<file path="config.mk">
export PLATFORM = sky130hd
export DESIGN_NAME = ethernet_rx_frame_status
export DESIGN_NICKNAME = d
export VERILOG_FILES = /design/src/rtl/rx_status_pkg.sv /design/src/rtl/phy_activity_if.sv /design/src/rtl/ethernet_rx_frame_status.sv /design/src/rtl/phy_activity_tracker.sv
export SDC_FILE = /design/constraint.sdc
export NUM_CORES = 1
export LEC_CHECK = 0
export BUFFER_PORTS_ARGS = -buffer_cell sky130_fd_sc_hd__buf_2
export CORE_MARGIN = 2
export CORE_UTILIZATION = 42
export CTS_BUF_LIST = sky130_fd_sc_hd__clkbuf_2
export DETAILED_ROUTE_END_ITERATION = 8
export PLACE_DENSITY = 0.69
export REMOVE_ABC_BUFFERS = 1
export SLEW_MARGIN = 20
export SYNTH_ARGS = -nofsm -noshare
export SYNTH_HDL_FRONTEND = slang
export SYNTH_HIERARCHICAL = 1
export SYNTH_SLANG_ARGS = --single-unit
</file>
<file path="constraint.sdc">
create_clock -name clk_in -period 2.3 [get_ports clk_in]
set_input_delay 0.115 -clock clk_in [delete_from_list [all_inputs] [get_ports clk_in]]
set_output_delay 0.115 -clock clk_in [all_outputs]
set_load 0.02 [all_outputs]
</file>
<file path="src/rtl/rx_status_pkg.sv">
// Constants for the receive frame status capture block
// How it works
// RL1 - Load status word, then flag buffer complete
// RL2 - DMA mode copies low half to descriptor
// RL3 - Upper half holds completed frame byte count
// RL4 - DMA mode writes byte count to descriptor
// RL5 - Carrier activity without attempt sets sticky flag
// RL6 - Missing preamble or delimiter sets sticky flag
// RL7 - Good frame raises ready until drained
// RL8 - Broadcast frame flagged and made ready
// RL9 - Multicast frame flagged and made ready
// RL10 - Failed frame check sets CRC flag
// RL11 - Error frame: no ready, flushed at once
// RL12 - One to seven extra bits flag dribble
// RL13 - Receive error during data sets violation
// RL14 - Long frames flagged, accepted only if enabled
// RL15 - Short frames flagged, accepted only if enabled
// RL16 - FIFO full during frame sets overflow
// RL17 - Status read-only, reserved and reset zero
package rx_status_pkg;
  localparam logic [31:0] STATUS_ADDR   = 32'hff80_0014;
  localparam logic [31:0] CTRL_ADDR     = 32'hff80_0018;
  localparam logic [31:0] IRQ_STAT_ADDR = 32'hff80_001c;
  localparam logic [31:0] IRQ_MASK_ADDR = 32'hff80_0020;

  localparam int COUNT_LSB     = 16;
  localparam int CARRIER_BIT   = 15;
  localparam int DATA_VIOL_BIT = 14;
  localparam int GOOD_BIT      = 13;
  localparam int BCAST_BIT     = 12;
  localparam int MCAST_BIT     = 11;
  localparam int FCS_BIT       = 10;
  localparam int DRIBBLE_BIT   = 9;
  localparam int CODE_BIT      = 8;
  localparam int LONG_BIT      = 7;
  localparam int SHORT_BIT     = 6;
  localparam int OVF_BIT       = 5;

  localparam int DMA_MODE_BIT  = 0;
  localparam int ACC_LONG_BIT  = 1;
  localparam int ACC_SHORT_BIT = 2;
  localparam int CTRL_W        = 3;

  localparam int IRQ_DONE_BIT  = 0;
  localparam int IRQ_GOOD_BIT  = 1;
  localparam int IRQ_FLUSH_BIT = 2;
  localparam int IRQ_W         = 3;

  localparam logic [31:0]       STATUS_RESET = 32'h0000_0000;
  localparam logic [CTRL_W-1:0] CTRL_RESET   = 3'h0;
  localparam logic [IRQ_W-1:0]  MASK_RESET   = 3'h0;

  // 1518 and 64 bytes
  localparam logic [15:0] MAX_FRAME_BYTES = 16'h05ee;
  localparam logic [15:0] MIN_FRAME_BYTES = 16'h0040;

  localparam logic [1:0] RESP_OKAY   = 2'h0;
  localparam logic [1:0] RESP_DECERR = 2'h3;
endpackage : rx_status_pkg

</file>
<file path="src/rtl/phy_activity_if.sv">
// Activity summary passed from the PHY tracker to the status logic
`timescale 1ns/1ps
`default_nettype none
interface phy_activity_if;
  logic frame_active;
  logic code_err_now;
  logic code_err_seen;
  logic carrier_seen;
  logic clear_seen;
  modport tracker (output frame_active, code_err_now, code_err_seen, carrier_seen,
                   input clear_seen);
  modport status  (input frame_active, code_err_now, code_err_seen, carrier_seen,
                   output clear_seen);
endinterface : phy_activity_if
`default_nettype wire

</file>
<file path="src/rtl/ethernet_rx_frame_status.sv">
// Receive frame status word, ready flags, flush and descriptor copy
//
// Decided for this implementation: the AXI4-Lite register port.
`timescale 1ns/1ps
`default_nettype none
module ethernet_rx_frame_status
  import rx_status_pkg::*;
(
  input  wire logic        clk_in,
  input  wire logic        rstn_in,
  // AXI4-Lite slave
  input  wire logic [31:0] s_axi_awaddr_in,
  input  wire logic        s_axi_awvalid_in,
  output logic             s_axi_awready_out,
  input  wire logic [31:0] s_axi_wdata_in,
  input  wire logic [3:0]  s_axi_wstrb_in,
  input  wire logic        s_axi_wvalid_in,
  output logic             s_axi_wready_out,
  output logic [1:0]       s_axi_bresp_out,
  output logic             s_axi_bvalid_out,
  input  wire logic        s_axi_bready_in,
  input  wire logic [31:0] s_axi_araddr_in,
  input  wire logic        s_axi_arvalid_in,
  output logic             s_axi_arready_out,
  output logic [31:0]      s_axi_rdata_out,
  output logic [1:0]       s_axi_rresp_out,
  output logic             s_axi_rvalid_out,
  input  wire logic        s_axi_rready_in,
  // PHY receive pins
  input  wire logic        rx_dv_pin_in,
  input  wire logic        rx_er_pin_in,
  input  wire logic        crs_pin_in,
  // Receive function, same clock
  input  wire logic        frame_end_in,
  input  wire logic [15:0] frame_bytes_in,
  input  wire logic        fcs_bad_in,
  input  wire logic [2:0]  extra_bits_in,
  input  wire logic        dest_broadcast_in,
  input  wire logic        dest_multicast_in,
  input  wire logic        sfd_missing_in,
  input  wire logic        fifo_full_in,
  input  wire logic        frame_drained_in,
  // Indications
  output logic             receive_word_ready_out,
  output logic             receive_fifo_level_out,
  output logic             buffer_complete_out,
  output logic             flush_frame_out,
  output logic             desc_write_out,
  output logic [15:0]      desc_status_out,
  output logic [15:0]      desc_length_out,
  output logic             irq_out
);
  phy_activity_if act ();

  phy_activity_tracker u_tracker (
    .clk_in       (clk_in),
    .rstn_in      (rstn_in),
    .rx_dv_pin_in (rx_dv_pin_in),
    .rx_er_pin_in (rx_er_pin_in),
    .crs_pin_in   (crs_pin_in),
    .act          (act.tracker)
  );

  logic [31:0]       status_reg;
  logic [CTRL_W-1:0] ctrl_reg;
  logic [IRQ_W-1:0]  irq_stat_reg;
  logic [IRQ_W-1:0]  irq_mask_reg;
  logic              dv_seen_reg;
  logic              ovf_seen_reg;
  logic              ready_reg;
  logic              complete_reg;
  logic              load_d_reg;
  logic              flush_reg;
  logic              desc_wr_reg;
  logic [15:0]       desc_status_reg;
  logic [15:0]       desc_length_reg;
  logic              irq_reg;

  logic [31:0]       status_next;
  logic              too_long;
  logic              too_short;
  logic              ovf_now;
  logic              code_err;
  logic              frame_bad;

  // AXI state
  logic              awready_reg;
  logic              wready_reg;
  logic              aw_full_reg;
  logic              w_full_reg;
  logic [31:0]       aw_addr_reg;
  logic [31:0]       w_data_reg;
  logic [3:0]        w_strb_reg;
  logic              bvalid_reg;
  logic [1:0]        bresp_reg;
  logic              arready_reg;
  logic              rvalid_reg;
  logic [31:0]       rdata_reg;
  logic [1:0]        rresp_reg;
  logic              wr_go;
  logic              rd_go;
  logic              wr_hit;
  logic              rd_hit;
  logic [31:0]       rd_mux;
  logic              irq_rd_clear;

  // Frame classification
  assign ovf_now   = fifo_full_in && act.frame_active;
  assign code_err  = act.code_err_seen || act.code_err_now;
  assign too_long  = frame_bytes_in > MAX_FRAME_BYTES; // RL14
  assign too_short = frame_bytes_in < MIN_FRAME_BYTES; // RL15

  // Dribble blocks the frame like the other error causes
  assign frame_bad = fcs_bad_in
                  || (extra_bits_in != 3'h0)
                  || code_err
                  || (too_long && !ctrl_reg[ACC_LONG_BIT])
                  || (too_short && !ctrl_reg[ACC_SHORT_BIT])
                  || ovf_seen_reg || ovf_now; // RL11

  always_comb begin
    status_next                 = STATUS_RESET;
    status_next[31:COUNT_LSB]   = frame_bytes_in; // RL3
    status_next[CARRIER_BIT]    = act.carrier_seen; // RL5
    status_next[DATA_VIOL_BIT]  = dv_seen_reg; // RL6
    status_next[GOOD_BIT]       = !frame_bad; // RL7
    status_next[BCAST_BIT]      = dest_broadcast_in; // RL8
    status_next[MCAST_BIT]      = dest_multicast_in; // RL9
    status_next[FCS_BIT]        = fcs_bad_in; // RL10
    status_next[DRIBBLE_BIT]    = extra_bits_in != 3'h0; // RL12
    status_next[CODE_BIT]       = code_err; // RL13
    status_next[LONG_BIT]       = too_long; // RL14
    status_next[SHORT_BIT]      = too_short; // RL15
    status_next[OVF_BIT]        = ovf_seen_reg || ovf_now; // RL16
  end

  assign act.clear_seen = frame_end_in;

  // Status word, loaded once per completed frame
  always_ff @(posedge clk_in or negedge rstn_in) begin
    if (!rstn_in) begin
      status_reg <= STATUS_RESET; // RL17
    end else if (frame_end_in) begin
      status_reg <= status_next; // RL1
    end
  end

  // Sticky history; a same-cycle violation is kept for the next frame
  always_ff @(posedge clk_in or negedge rstn_in) begin
    if (!rstn_in) begin
      dv_seen_reg <= 1'b0;
    end else begin
      dv_seen_reg <= sfd_missing_in || (dv_seen_reg && !frame_end_in); // RL6
    end
  end

  // Overflow belongs to the frame in flight
  always_ff @(posedge clk_in or negedge rstn_in) begin
    if (!rstn_in) begin
      ovf_seen_reg <= 1'b0;
    end else if (frame_end_in) begin
      ovf_seen_reg <= 1'b0;
    end else if (ovf_now) begin
      ovf_seen_reg <= 1'b1; // RL16
    end
  end

  // Ready indications: up for good frames until drained
  always_ff @(posedge clk_in or negedge rstn_in) begin
    if (!rstn_in) begin
      ready_reg <= 1'b0;
    end else if (frame_end_in && !frame_bad) begin
      ready_reg <= 1'b1; // RL7 RL8 RL9
    end else if (frame_drained_in) begin
      ready_reg <= 1'b0; // RL7
    end
  end

  // Flush pulse in the load cycle; ready never rises for these
  always_ff @(posedge clk_in or negedge rstn_in) begin
    if (!rstn_in) begin
      flush_reg <= 1'b0;
    end else begin
      flush_reg <= frame_end_in && frame_bad; // RL11
    end
  end

  // Complete follows the load by one edge, so the word is already valid
  always_ff @(posedge clk_in or negedge rstn_in) begin
    if (!rstn_in) begin
      load_d_reg   <= 1'b0;
      complete_reg <= 1'b0;
    end else begin
      load_d_reg   <= frame_end_in;
      complete_reg <= load_d_reg; // RL1
    end
  end

  // Descriptor copy in DMA mode
  always_ff @(posedge clk_in or negedge rstn_in) begin
    if (!rstn_in) begin
      desc_wr_reg     <= 1'b0;
      desc_status_reg <= STATUS_RESET[15:0];
      desc_length_reg <= STATUS_RESET[31:16];
    end else begin
      desc_wr_reg <= frame_end_in && ctrl_reg[DMA_MODE_BIT];
      if (frame_end_in && ctrl_reg[DMA_MODE_BIT]) begin
        desc_status_reg <= status_next[15:0]; // RL2
        desc_length_reg <= status_next[31:COUNT_LSB]; // RL4
      end
    end
  end

  // Interrupt status: read clears, a new event in that cycle wins
  always_ff @(posedge clk_in or negedge rstn_in) begin
    if (!rstn_in) begin
      irq_stat_reg <= '0;
    end else begin
      irq_stat_reg[IRQ_DONE_BIT]  <= complete_reg
                                   || (irq_stat_reg[IRQ_DONE_BIT] && !irq_rd_clear);
      irq_stat_reg[IRQ_GOOD_BIT]  <= (frame_end_in && !frame_bad)
                                   || (irq_stat_reg[IRQ_GOOD_BIT] && !irq_rd_clear);
      irq_stat_reg[IRQ_FLUSH_BIT] <= flush_reg
                                   || (irq_stat_reg[IRQ_FLUSH_BIT] && !irq_rd_clear);
    end
  end

  always_ff @(posedge clk_in or negedge rstn_in) begin
    if (!rstn_in) begin
      irq_reg <= 1'b0;
    end else begin
      irq_reg <= |(irq_stat_reg & irq_mask_reg);
    end
  end

  // Write channel: address and data taken in either order
  assign wr_go  = aw_full_reg && w_full_reg && !bvalid_reg;
  assign wr_hit = (aw_addr_reg == STATUS_ADDR) || (aw_addr_reg == CTRL_ADDR)
               || (aw_addr_reg == IRQ_STAT_ADDR) || (aw_addr_reg == IRQ_MASK_ADDR);

  always_ff @(posedge clk_in or negedge rstn_in) begin
    if (!rstn_in) begin
      awready_reg <= 1'b1;
      aw_full_reg <= 1'b0;
      aw_addr_reg <= 32'h0000_0000;
    end else begin
      if (awready_reg && s_axi_awvalid_in) begin
        awready_reg <= 1'b0;
        aw_full_reg <= 1'b1;
        aw_addr_reg <= s_axi_awaddr_in;
      end else if (wr_go) begin
        aw_full_reg <= 1'b0;
      end else if (bvalid_reg && s_axi_bready_in) begin
        awready_reg <= 1'b1;
      end
    end
  end

  always_ff @(posedge clk_in or negedge rstn_in) begin
    if (!rstn_in) begin
      wready_reg <= 1'b1;
      w_full_reg <= 1'b0;
      w_data_reg <= 32'h0000_0000;
      w_strb_reg <= 4'h0;
    end else begin
      if (wready_reg && s_axi_wvalid_in) begin
        wready_reg <= 1'b0;
        w_full_reg <= 1'b1;
        w_data_reg <= s_axi_wdata_in;
        w_strb_reg <= s_axi_wstrb_in;
      end else if (wr_go) begin
        w_full_reg <= 1'b0;
      end else if (bvalid_reg && s_axi_bready_in) begin
        wready_reg <= 1'b1;
      end
    end
  end

  always_ff @(posedge clk_in or negedge rstn_in) begin
    if (!rstn_in) begin
      bvalid_reg <= 1'b0;
      bresp_reg  <= RESP_OKAY;
    end else if (wr_go) begin
      bvalid_reg <= 1'b1;
      bresp_reg  <= wr_hit ? RESP_OKAY : RESP_DECERR;
    end else if (bvalid_reg && s_axi_bready_in) begin
      bvalid_reg <= 1'b0;
    end
  end

  // Status and interrupt status are read-only; writes there are dropped
  always_ff @(posedge clk_in or negedge rstn_in) begin
    if (!rstn_in) begin
      ctrl_reg     <= CTRL_RESET;
      irq_mask_reg <= MASK_RESET;
    end else if (wr_go && w_strb_reg[0]) begin
      if (aw_addr_reg == CTRL_ADDR) begin
        ctrl_reg <= w_data_reg[CTRL_W-1:0];
      end
      if (aw_addr_reg == IRQ_MASK_ADDR) begin
        irq_mask_reg <= w_data_reg[IRQ_W-1:0];
      end
    end
  end

  // Read channel
  assign rd_go        = arready_reg && s_axi_arvalid_in;
  assign irq_rd_clear = rd_go && (s_axi_araddr_in == IRQ_STAT_ADDR);

  always_comb begin
    rd_hit = 1'b1;
    rd_mux = 32'h0000_0000;
    case (s_axi_araddr_in)
      STATUS_ADDR:   rd_mux = status_reg; // RL17
      CTRL_ADDR:     rd_mux[CTRL_W-1:0] = ctrl_reg;
      IRQ_STAT_ADDR: rd_mux[IRQ_W-1:0] = irq_stat_reg;
      IRQ_MASK_ADDR: rd_mux[IRQ_W-1:0] = irq_mask_reg;
      default:       rd_hit = 1'b0;
    endcase
  end

  always_ff @(posedge clk_in or negedge rstn_in) begin
    if (!rstn_in) begin
      arready_reg <= 1'b1;
      rvalid_reg  <= 1'b0;
      rdata_reg   <= 32'h0000_0000;
      rresp_reg   <= RESP_OKAY;
    end else if (rd_go) begin
      arready_reg <= 1'b0;
      rvalid_reg  <= 1'b1;
      rdata_reg   <= rd_mux;
      rresp_reg   <= rd_hit ? RESP_OKAY : RESP_DECERR;
    end else if (rvalid_reg && s_axi_rready_in) begin
      rvalid_reg  <= 1'b0;
      arready_reg <= 1'b1;
    end
  end

  assign s_axi_awready_out      = awready_reg;
  assign s_axi_wready_out       = wready_reg;
  assign s_axi_bvalid_out       = bvalid_reg;
  assign s_axi_bresp_out        = bresp_reg;
  assign s_axi_arready_out      = arready_reg;
  assign s_axi_rvalid_out       = rvalid_reg;
  assign s_axi_rdata_out        = rdata_reg;
  assign s_axi_rresp_out        = rresp_reg;
  assign receive_word_ready_out = ready_reg;
  assign receive_fifo_level_out = ready_reg;
  assign buffer_complete_out    = complete_reg;
  assign flush_frame_out        = flush_reg;
  assign desc_write_out         = desc_wr_reg;
  assign desc_status_out        = desc_status_reg;
  assign desc_length_out        = desc_length_reg;
  assign irq_out                = irq_reg;
endmodule : ethernet_rx_frame_status
`default_nettype wire

</file>
<file path="src/rtl/phy_activity_tracker.sv">
// Synchronises PHY receive pins and keeps sticky activity flags
`timescale 1ns/1ps
`default_nettype none
module phy_activity_tracker (
  input  wire logic       clk_in,
  input  wire logic       rstn_in,
  input  wire logic       rx_dv_pin_in,
  input  wire logic       rx_er_pin_in,
  input  wire logic       crs_pin_in,
  phy_activity_if.tracker act
);
  logic [2:0] meta_reg;
  logic [2:0] sync_reg;
  logic [2:0] pins;
  logic       dv_s;
  logic       er_s;
  logic       crs_s;
  logic       crs_d_reg;
  logic       attempt_reg;
  logic       cv_reg;
  logic       carrier_reg;
  logic       carrier_end;

  assign pins = {crs_pin_in, rx_er_pin_in, rx_dv_pin_in};

  genvar i;
  generate
    for (i = 0; i < 3; i++) begin : g_sync
      always_ff @(posedge clk_in or negedge rstn_in) begin
        if (!rstn_in) begin
          meta_reg[i] <= 1'b0;
          sync_reg[i] <= 1'b0;
        end else begin
          meta_reg[i] <= pins[i];
          sync_reg[i] <= meta_reg[i];
        end
      end
    end
  endgenerate

  assign dv_s  = sync_reg[0];
  assign er_s  = sync_reg[1];
  assign crs_s = sync_reg[2];

  // Burst ended without any data valid: no receive attempt
  assign carrier_end = crs_d_reg && !crs_s && !attempt_reg;

  always_ff @(posedge clk_in or negedge rstn_in) begin
    if (!rstn_in) begin
      crs_d_reg   <= 1'b0;
      attempt_reg <= 1'b0;
    end else begin
      crs_d_reg   <= crs_s;
      attempt_reg <= crs_s ? (attempt_reg | dv_s) : 1'b0;
    end
  end

  // New events win over the clear; they then belong to the next frame
  always_ff @(posedge clk_in or negedge rstn_in) begin
    if (!rstn_in) begin
      cv_reg      <= 1'b0;
      carrier_reg <= 1'b0;
    end else begin
      cv_reg      <= (dv_s && er_s) || (cv_reg && !act.clear_seen); // RL13
      carrier_reg <= carrier_end || (carrier_reg && !act.clear_seen); // RL5
    end
  end

  assign act.frame_active  = dv_s;
  assign act.code_err_now  = dv_s && er_s;
  assign act.code_err_seen = cv_reg;
  assign act.carrier_seen  = carrier_reg;
endmodule : phy_activity_tracker
`default_nettype wire

</file>
==> run_results.csv, run 1 <==
group,metric,value,unit
logic_synthesis,mappedNetlistArea,6080,sq um
layout,fillers,1109,
placed_design,io_buffers,175,
run,maxCapViolCount,0,
logic_synthesis,yosysSeqAreaShare,64.2,%
layout,final_layout_size_suffix_gt1_share,42.9,%
layout,finalNonFillerCells,894,
cts,numClockSinks,156,
cts,worstSkewPairLatency,720,ps
cts,path_clk_slew,200,ps
die,num_io_pins,215,
cts,cts_buffers,17,
power,power_leakage,4.21,nW
logic_synthesis,async_flop_share,100,%
layout,final_nets,837,
power,powerDensity,715,nW/um^2
die,initial_core_util,43.5,%
sta,drv_slew,0,
detailed_routing,drtAntennaViolNets,0,
placed_design,placedInstanceArea,7130,sq um
sta,slew_headroom,57.5,%
global_routing,grt_pass1_wl,24.5,mm
logic_synthesis,synth_edf_count,0,
worst_setup_path,crit_type,"input pin to register",
layout,largest_reg_flops,32,
die,row_count,43,
power,ir_drop,0.000481,V
logic_synthesis,synth-main-ff-cell,"dfrtp_1",
logic_synthesis,synth_most_common_cell,"dfrtp_1",
die,fp.dieW,124,um
outcome,status,"finished, final reports clean",
detailed_routing,dr.pass1.iters,5,
detailed_routing,routed_via_density,5.04,
detailed_routing,wl_met2,7.63,mm
sta,skew,29.1,ps
die,coreArea,14000,sq um
worst_setup_path,cp-start-kind,"input pin",
worst_setup_path,crit_fanout,5,
sta,worst_pin_slew,637,ps
detailed_routing,drt_iter0_markers,242,
placed_design,hpwl,9.58,mm
detailed_routing,wl_per_cell,16.4,um
worst_setup_path,cpPeakStageDelay,610,ps
worst_setup_path,required,2920,ps
detailed_routing,wirelength,14.6,mm
sta,post-route-period-util,95.4,%
placed_design,dp.cells,766,
detailed_routing,vias,4504,
detailed_routing,drc,0,
power,intPower,0.00434,W
logic_synthesis,synthCells,423,
placed_design,gp_congestion,0.767,
worst_hold_path,worstHoldPathType,"input pin to register",
global_routing,grt_start_max_net_pins,71,
logic_synthesis,yosysWarningCount,6,
logic_synthesis,synth_cell_type_count,48,
worst_setup_path,path_cells,"dlygate4sd3_1, buf_2, nand4_1, dlygate4sd3_1, or3_4, nor3_4, nand4_1, dlygate4sd3_1, a21o_1",
detailed_routing,routedLengthMet1,6.06,mm
logic_synthesis,synth_top_area_share,62.9,%
detailed_routing,top_layer_used,"met4",
worst_setup_path,cp.arrival,2810,ps
layout,fin_util,59.7,%
cts,cts_buffer_depth,2,
logic_synthesis,yosys-top-cells-area,"dfrtp_1 (63%), mux2_2 (16%), a22o_1 (4.0%)",
layout,postLayoutCellArea,8350,sq um
sta,setup-tns-final,0,ps
worst_setup_path,path_delay_family,"buffers and inverters",
cts,tritoncts,"built",
layout,area_growth,37.2,%
sta,setup_viol,0,
detailed_routing,wl_met3,816,um
power,pwr-share-seq,57.1,%
logic_synthesis,avgSynthCellArea,14.4,sq um
layout,antenna_cells_inserted,0,
power,p_switching,0.00162,W
logic_synthesis,synth_common_cells,"dfrtp_1 (153), mux2_2 (84), a22o_1 (28)",
logic_synthesis,ys_seq_elements,156,
cts,cts_root_buf,"clkbuf_2",
die,fp.dieH,124,um
worst_setup_path,crit_path_end_kind,"register",
global_routing,track_usage,19.8,%
sta,clock.fmax,456,MHz
cts,cts_htree_levels,4,
sta,fin_crit,2190,ps
sta,hold_slack,130,ps
worst_setup_path,crit_buf_inv,4,
sta,hold_viol_final,0,
global_routing,grt_pass1_vias,4951,
cts,cts_resized,0,
power,p_clk_share,26.6,%
worst_setup_path,crit_top_cell,"dlygate4sd3_1",
sta,rsz0062_at_grt,"no",
die,dieArea,15500,sq um
global_routing,antenna_found_initial,0,
power,combPwrFrac,16.3,%
global_routing,gr-total-overflow,0,
power,p_sw_share,27.2,%
cts,post_cts_buffers,0,
worst_setup_path,critPathSlowestCell,"dlygate4sd3_1",
logic_synthesis,yosysTopAreaCell,"dfrtp_1",
-- cell families after synthesis --
logic type	after synthesis	synth area share (%)
AO/OA/AOI/OAI	71	8.60
multiplexers	90	16.5
flip-flops	156	64.2
other	1	0.0616
buffers and inverters	36	3.52
AND/OR/NAND/NOR	69	7.06
-- layer usage --
layer / up-vias / global-route usage [%]
met5: - / 0
met4: 0 / 5.55
met3: 16 / 6.44
met2: 127 / 34.6
met1: 2267 / 23.5
li1: 2094 / -
-- layout by cell type (no fill, tap or decap), types with 3 or more instances in the layout --
| master | instances |
|---|---|
| a21o_1 | 6 |
| a21oi_1 | 7 |
| a22o_1 | 28 |
| a32oi_1 | 3 |
| buf_2 | 174 |
| buf_4 | 7 |
| bufinv_16 | 3 |
| clkbuf_2 | 18 |
| clkinv_4 | 3 |
| conb_1 | 7 |
| dfrtp_1 | 153 |
| dfstp_2 | 3 |
| dlygate4sd3_1 | 96 |
| inv_1 | 9 |
| mux2_2 | 84 |
| mux2i_1 | 6 |
| nand2_1 | 13 |
| nand4_1 | 6 |
| nor2_1 | 12 |
| nor3_1 | 4 |
| nor4_1 | 7 |
| nor4b_1 | 6 |
| o21ai_0 | 11 |
| o21ai_1 | 6 |
-- worst min-delay path, stage by stage --
cell and delay (ps):
dlygate4sd3_1 520, buf_2 110, a21o_1 70
-- power by group through the flow --
stage | logic (W) | registers, W | clock network, W
2_1_floorplan | 0.000504 | 0.00342 | 0
6_report | 0.000973 | 0.00341 | 0.00159
3_3_place_gp | 0.000802 | 0.00342 | 0
5_1_grt | 0.00107 | 0.00346 | 0.00177
4_1_cts | 0.000971 | 0.00340 | 0.00163
3_5_place_dp | 0.000843 | 0.00345 | 0
-- worst paths after layout --
path / startpoint / end / slack, ps / depth (start not counted)
worst min-delay path: sfd_missing_in / dv_seen_reg / 130 / 3
worst min register to register: load_d_reg / buffer_complete_out / 380 / 0
worst max-delay path: s_axi_araddr_in[29] / irq_stat_reg[2] / 110 / 9
worst max register to register: aw_addr_reg[9] / ctrl_reg[0] / 190 / 5
min in group asynchronous: rstn_in / desc_status_out[15] / 470 / 3
max in group asynchronous: rstn_in / s_axi_rdata_out[11] / 1030 / 4
-- stage by stage --
stage	power [W]	worst slack [ps]
after global routing	0.00630	12.5
after global placement	0.00422	248
after detailed placement	0.00430	223
after floorplan	0.00392	148
final	0.00597	106
after CTS	0.00600	181
-- layout make-up --
class | instances | area [sq um] | area share [%]
clock buffers | 18 | 90.1 | 1.08
clock inverters | 14 | 169 | 2.02
inverters | 9 | 33.8 | 0.405
multi-input cells | 237 | 1980 | 23.8
flip-flops and latches | 156 | 3910 | 46.8
well taps | 180 | 225 | 2.70
repair buffers | 280 | 1940 | 23.2
-- repair_timing --
item | CTS | global route
endpoints found under the hold margin | 260 | 0
hold buffers | 96 | 0
endpoints found under the setup margin | 0 | 0
Note: power is estimated with default switching activity, not from simulation.
==> run 2, diff against run 1 <==
--- a/config.mk
+++ b/config.mk
@@ -11,6 +11,7 @@
 export CTS_BUF_LIST = sky130_fd_sc_hd__clkbuf_2
 export DETAILED_ROUTE_END_ITERATION = 8
 export PLACE_DENSITY = 0.69
+export RECOVER_POWER = 25
 export REMOVE_ABC_BUFFERS = 1
 export SLEW_MARGIN = 20
 export SYNTH_ARGS = -nofsm -noshare
==> run_results.csv, run 2 (synthesized netlist as in run 1, its figures left out) <==
group,metric,value,unit
sta,drv_slew,0,
worst_setup_path,rr_worst_depth,5,
worst_setup_path,crit_top_cell,"dlygate4sd3_1",
layout,area_growth,37.1,%
detailed_routing,vias,4498,
layout,finalNonFillerCells,894,
sta,skew,27.8,ps
die,fp.dieW,124,um
worst_setup_path,cp-start-kind,"input pin",
cts,worstSkewPairLatency,720,ps
cts,tritoncts,"built",
worst_setup_path,crit_path_end_kind,"register",
power,power_leakage,4.20,nW
detailed_routing,drt_iter0_markers,243,
sta,slew_headroom,34.6,%
run,maxCapViolCount,0,
detailed_routing,drc,0,
layout,antenna_cells_inserted,0,
power,ir_drop,0.000480,V
worst_hold_path,hold_depth,3,
worst_setup_path,critPathSlowestCell,"dlygate4sd3_1",
worst_setup_path,path_delay_family,"buffers and inverters",
sta,post-route-period-util,95.4,%
cts,cts_root_buf,"clkbuf_2",
sta,setup_viol,0,
cts,cts_htree_levels,4,
detailed_routing,drtAntennaViolNets,0,
die,initial_core_util,43.5,%
cts,path_clk_slew,200,ps
placed_design,placedInstanceArea,7130,sq um
placed_design,io_buffers,175,
die,fp.dieH,124,um
worst_setup_path,crit_fanout,5,
die,row_count,43,
die,dieArea,15500,sq um
layout,fillers,1110,
die,num_io_pins,215,
worst_hold_path,worstHoldPathType,"input pin to register",
cts,cts_buffer_depth,2,
worst_setup_path,crit_type,"input pin to register",
worst_setup_path,cp.depth,9,
detailed_routing,dr.pass1.iters,5,
detailed_routing,wl_per_cell,16.4,um
layout,ff_latch_area,3910,sq um
sta,rsz0062_at_grt,"no",
worst_setup_path,cp.arrival,2810,ps
global_routing,grt_start_max_net_pins,71,
global_routing,antenna_found_initial,0,
layout,final_cell_mix,"buf_2 (173), dfrtp_1 (153), dlygate4sd3_1 (96)",
layout,postLayoutCellArea,8340,sq um
layout,final_nets,837,
layout,mostFrequentLayoutCell,"buf_2",
placed_design,hpwl,9.58,mm
layout,largest_reg_flops,32,
layout,multi_input_area,1980,sq um
power,power.total,0.00596,W
placed_design,gp_congestion,0.767,
worst_setup_path,cpPeakStageDelay,610,ps
worst_setup_path,crit_buf_inv,4,
sta,hold_viol_final,0,
sta,fin_crit,2190,ps
layout,fin_util,59.6,%
placed_design,dp.cells,766,
layout,final_layout_size_suffix_gt1_share,42.4,%
worst_setup_path,required,2910,ps
outcome,status,"finished, final reports clean",
detailed_routing,routed_via_density,5.03,
power,powerDensity,715,nW/um^2
global_routing,gr-total-overflow,0,
global_routing,grt_pass1_wl,24.5,mm
cts,cts_buffers,17,
sta,setup-tns-final,0,ps
cts,cts_resized,0,
detailed_routing,wirelength,14.6,mm
die,coreArea,14000,sq um
global_routing,grt_pass1_vias,4951,
cts,numClockSinks,156,
sta,clock.fmax,456,MHz
global_routing,track_usage,19.8,%
sta,worst_pin_slew,981,ps
worst_setup_path,path_cells,"dlygate4sd3_1, buf_2, nand4_1, dlygate4sd3_1, or3_4, nor3_4, nand4_1, dlygate4sd3_1, a21o_1",
==> run 2: cell types whose count changed in the layout (fill, tap and decap cells not counted), sizes merged <==
cell,delta
buf,-2
clkbuf,+2
==> run 2: worst paths after layout <==
path	slack, ps	endpoint	start
min in group asynchronous	470	desc_status_out[15]	rstn_in
max in group asynchronous	1030	s_axi_rdata_out[11]	rstn_in
worst max register to register	200	ctrl_reg[0]	aw_addr_reg[9]
worst min register to register	380	buffer_complete_out	load_d_reg
worst max-delay path	110	irq_stat_reg[0]	s_axi_araddr_in[29]
worst min-delay path	130	dv_seen_reg	sfd_missing_in
==> run 2: layer usage <==
layer / part of all wire (%) / routed length (um) / global-route usage, %
met1: 41 / 6040 / 23.5
met2: 52 / 7620 / 34.6
met3: 5.6 / 821 / 6.44
met4: 1.0 / 148 / 5.55
met5: 0 / 0 / 0
==> run 2: where the power goes <==
part | total (W) | internal [W] | switching, W
logic | 0.000972 | 0.000573 | 0.000399
clock network | 0.00158 | 0.000615 | 0.000970
registers | 0.00340 | 0.00315 | 0.000250
==> run 2: worst reg2reg max path: stages, from the launching register on <==
cell and delay (ps):
dfrtp_1 450, nor4_1 350, nand4_1 150, nor3_1 370
and4_1 330, mux2_2 350
==> run 2: stage by stage <==
| step | worst slack [ps] | hold slack (ps) |
|---|---|---|
| 6_report | 107 | 129 |
| 5_1_grt | 12.5 | 55.3 |
| 4_1_cts | 181 | 60.7 |
| 3_5_place_dp | 223 | 158 |
| 3_3_place_gp | 248 | 149 |
| 2_1_floorplan | 148 | -181 |
==> run 2: area by class of cell <==
type / count / area share [%]
tap: 180 / 2.70
clock buffer: 18 / 1.08
timing repair buffer: 280 / 23.1
clock inverter: 14 / 2.03
multi-input combinational: 237 / 23.8
inverter: 9 / 0.405
sequential: 156 / 46.8
==> run 2: repair_timing <==
action,CTS,global route
hold buffers,96,0
endpoints found under the hold margin,260,0
setup buffers,0,0
==> run 3, diff against run 2 <==
--- a/config.mk
+++ b/config.mk
@@ -5,12 +5,13 @@
 export SDC_FILE = /design/constraint.sdc
 export NUM_CORES = 1
 export LEC_CHECK = 0
+export ABC_AREA = 1
 export BUFFER_PORTS_ARGS = -buffer_cell sky130_fd_sc_hd__buf_2
 export CORE_MARGIN = 2
 export CORE_UTILIZATION = 42
 export CTS_BUF_LIST = sky130_fd_sc_hd__clkbuf_2
 export DETAILED_ROUTE_END_ITERATION = 8
-export PLACE_DENSITY = 0.69
+export PLACE_DENSITY = 0.68
 export RECOVER_POWER = 25
 export REMOVE_ABC_BUFFERS = 1
 export SLEW_MARGIN = 20
@@ -18,3 +19,4 @@
 export SYNTH_HDL_FRONTEND = slang
 export SYNTH_HIERARCHICAL = 1
 export SYNTH_SLANG_ARGS = --single-unit
+export TNS_END_PERCENT = 10
==> run_results.csv, run 3 <==
group,metric,value,unit
outcome,status,"finished with violations",
outcome,violations,"max-capacitance violations, max-slew violations, negative setup slack",
detailed_routing,drtAntennaViolNets,0,
worst_hold_path,worstHoldPathType,"input pin to register",
sta,setup_viol,1,
cts,cts_root_buf,"clkbuf_2",
logic_synthesis,synth_top_area_share,58.3,%
cts,numClockSinks,156,
cts,cts_buffer_depth,2,
detailed_routing,drc,0,
logic_synthesis,yosysTopAreaCell,"dfrtp_1",
die,row_count,45,
logic_synthesis,synth-main-ff-cell,"dfrtp_1",
placed_design,placedInstanceArea,7620,sq um
worst_setup_path,crit_buf_inv,3,
layout,largest_reg_flops,32,
sta,drv_slew,65,
logic_synthesis,yosys-top-cells-area,"dfrtp_1 (58%), nand2_1 (11%), o21ai_0 (4.5%)",
detailed_routing,routed_via_density,4.65,
sta,clock.fmax,435,MHz
worst_setup_path,path_cells,"nand2_1, buf_6, nor2_2, dlygate4sd3_1, a21oi_1, dlygate4sd3_1",
detailed_routing,vias,5916,
global_routing,grt_start_max_net_pins,66,
detailed_routing,top_layer_used,"met4",
detailed_routing,wl_met3,1.02,mm
die,dieArea,16700,sq um
logic_synthesis,synth_edf_count,0,
global_routing,track_usage,21.9,%
global_routing,grt_pass1_wl,28.4,mm
sta,fin_crit,2300,ps
layout,finalNonFillerCells,1271,
worst_setup_path,cp.arrival,2930,ps
logic_synthesis,yosysWarningCount,6,
sta,hold_viol_final,0,
cts,worstSkewPairLatency,700,ps
power,ir_drop,0.000604,V
sta,skew,39.9,ps
layout,final_cell_mix,"nand2_1 (188), buf_2 (173), dlygate4sd3_1 (159)",
logic_synthesis,yosysSeqAreaShare,59.5,%
worst_setup_path,required,2930,ps
placed_design,dp.cells,1073,
logic_synthesis,avgSynthCellArea,9.30,sq um
power,powerDensity,699,nW/um^2
worst_setup_path,path_delay_family,"buffers and inverters",
worst_setup_path,cp-start-kind,"register",
global_routing,antenna_found_initial,0,
cts,cts_htree_levels,4,
worst_setup_path,crit_type,"register to register",
worst_setup_path,crit_top_cell,"dlygate4sd3_1",
logic_synthesis,synth_common_cells,"nand2_1 (188), dfrtp_1 (153), inv_1 (71)",
sta,hold_slack,131,ps
logic_synthesis,synth_most_common_cell,"nand2_1",
cts,path_clk_slew,240,ps
detailed_routing,routedLengthMet1,7.38,mm
layout,final_layout_size_suffix_gt1_share,25.1,%
layout,area_growth,45.1,%
die,coreArea,15300,sq um
cts,tritoncts,"built",
run,maxCapViolCount,1,
die,num_io_pins,215,
worst_setup_path,cpPeakStageDelay,600,ps
sta,slew_headroom,-7.24,%
logic_synthesis,synthCells,706,
die,fp.dieH,129,um
global_routing,grt_pass1_vias,5935,
worst_setup_path,crit_path_end_kind,"register",
layout,antenna_cells_inserted,0,
layout,postLayoutCellArea,9530,sq um
logic_synthesis,synth_cell_type_count,32,
layout,mostFrequentLayoutCell,"nand2_1",
sta,worst_pin_slew,1610,ps
sta,rsz0062_at_grt,"yes",
detailed_routing,drt_iter0_markers,393,
placed_design,io_buffers,175,
cts,cts_buffers,17,
detailed_routing,dr.pass1.iters,5,
die,initial_core_util,43.0,%
layout,final_nets,1183,
worst_setup_path,critPathSlowestCell,"dlygate4sd3_1",
logic_synthesis,ys_seq_elements,156,
placed_design,gp_congestion,0.818,
logic_synthesis,mappedNetlistArea,6570,sq um
detailed_routing,wirelength,17.6,mm
power,power_leakage,4.97,nW
layout,fin_util,62.5,%
layout,fillers,1232,
sta,worst_slack,-0.160,ps
sta,post-route-period-util,100,%
logic_synthesis,async_flop_share,100,%
worst_setup_path,crit_fanout,56,
placed_design,hpwl,10.1,mm
die,fp.dieW,129,um
global_routing,gr-total-overflow,0,
detailed_routing,wl_met2,8.82,mm
detailed_routing,wl_per_cell,13.8,um
-- run 3: cell count changes in the layout (fill, tap and decap cells not counted), sizes merged, moves of 4 or more --
cell         delta
clkbuf          +4
nand2         +174
o21ai          +45
nand3          +51
mux2i           -6
buf             +7
nor4b           -6
dlygate4sd3    +63
a22o           -28
nor4            -7
inv            +61
nor2           +63
a21oi          +22
mux2           -73
-- run 3: report_power, final --
part | switching [W] | internal (W) | leakage, nW
Clock | 0.000919 | 0.000723 | 0.161
Combinational | 0.000876 | 0.000755 | 2.85
Sequential | 0.000202 | 0.00319 | 1.96
Total | 0.00200 | 0.00466 | 4.97
-- run 3: cell type report --
cell class	instances	area [sq um]	area share, %
clock buffers	22	110	1.16
clock inverters	10	149	1.56
inverters	72	270	2.84
multi-input cells	450	2200	23.1
flip-flops and latches	156	3910	41.0
well taps	211	264	2.77
repair buffers	350	2630	27.6
-- run 3: stage by stage --
| step | setup TNS [ps] | power [W] | worst slack [ps] |
|---|---|---|---|
| after floorplan | -591 | 0.00419 | -202 |
| after global placement | 0 | 0.00463 | 716 |
| after detailed placement | 0 | 0.00467 | 708 |
| after CTS | 0 | 0.00667 | 14.2 |
| after global routing | -205 | 0.00707 | -88.7 |
| final | -0.160 | 0.00666 | -0.160 |
-- run 3: final timing paths --
check / start / slack [ps] / to / depth (start not counted)
worst min-delay path: s_axi_araddr_in[5] / 130 / s_axi_rdata_out[2] / 10
worst max-delay path: s_axi_awready_out / -0.2 / aw_addr_reg[9] / 6
worst min register to register: load_d_reg / 370 / buffer_complete_out / 0
min in group asynchronous: rstn_in / 890 / status_reg[27] / 3
worst max register to register: s_axi_awready_out / -0.2 / aw_addr_reg[9] / 6
max in group asynchronous: rstn_in / 230 / s_axi_awready_out / 4
-- run 3: cells by family after synthesis --
| kind of cell | after synthesis | share of synthesized area (%) |
|---|---|---|
| and+or+nand+nor | 335 | 23.6 |
| DFF | 156 | 59.5 |
| buffers and inverters | 107 | 7.47 |
| AOI/OAI and AO/OA | 96 | 7.51 |
| muxes | 11 | 1.89 |
| other | 1 | 0.0571 |
-- run 3: worst min-delay path, stage by stage --
cell	delay, ps
buf_2	100
inv_1	70
nor2_1	40
and2_0	120
nand3_1	70
nor2_1	70
nand2_1	70
nand3_1	60
nand2_1	60
nand2_1	40
-- run 3: layer usage --
metal,vias up,global-route usage [%]
met5,-,0
met4,0,7.67
met3,34,5.62
met2,190,37.8
met1,2790,26.7
li1,2902,-
-- run 3: timing repair --
action	CTS	global route
buffers inserted	0	6
setup endpoints to repair	0	23
endpoints found under the hold margin	289	0
resized for setup	0	2
hold buffers	159	0
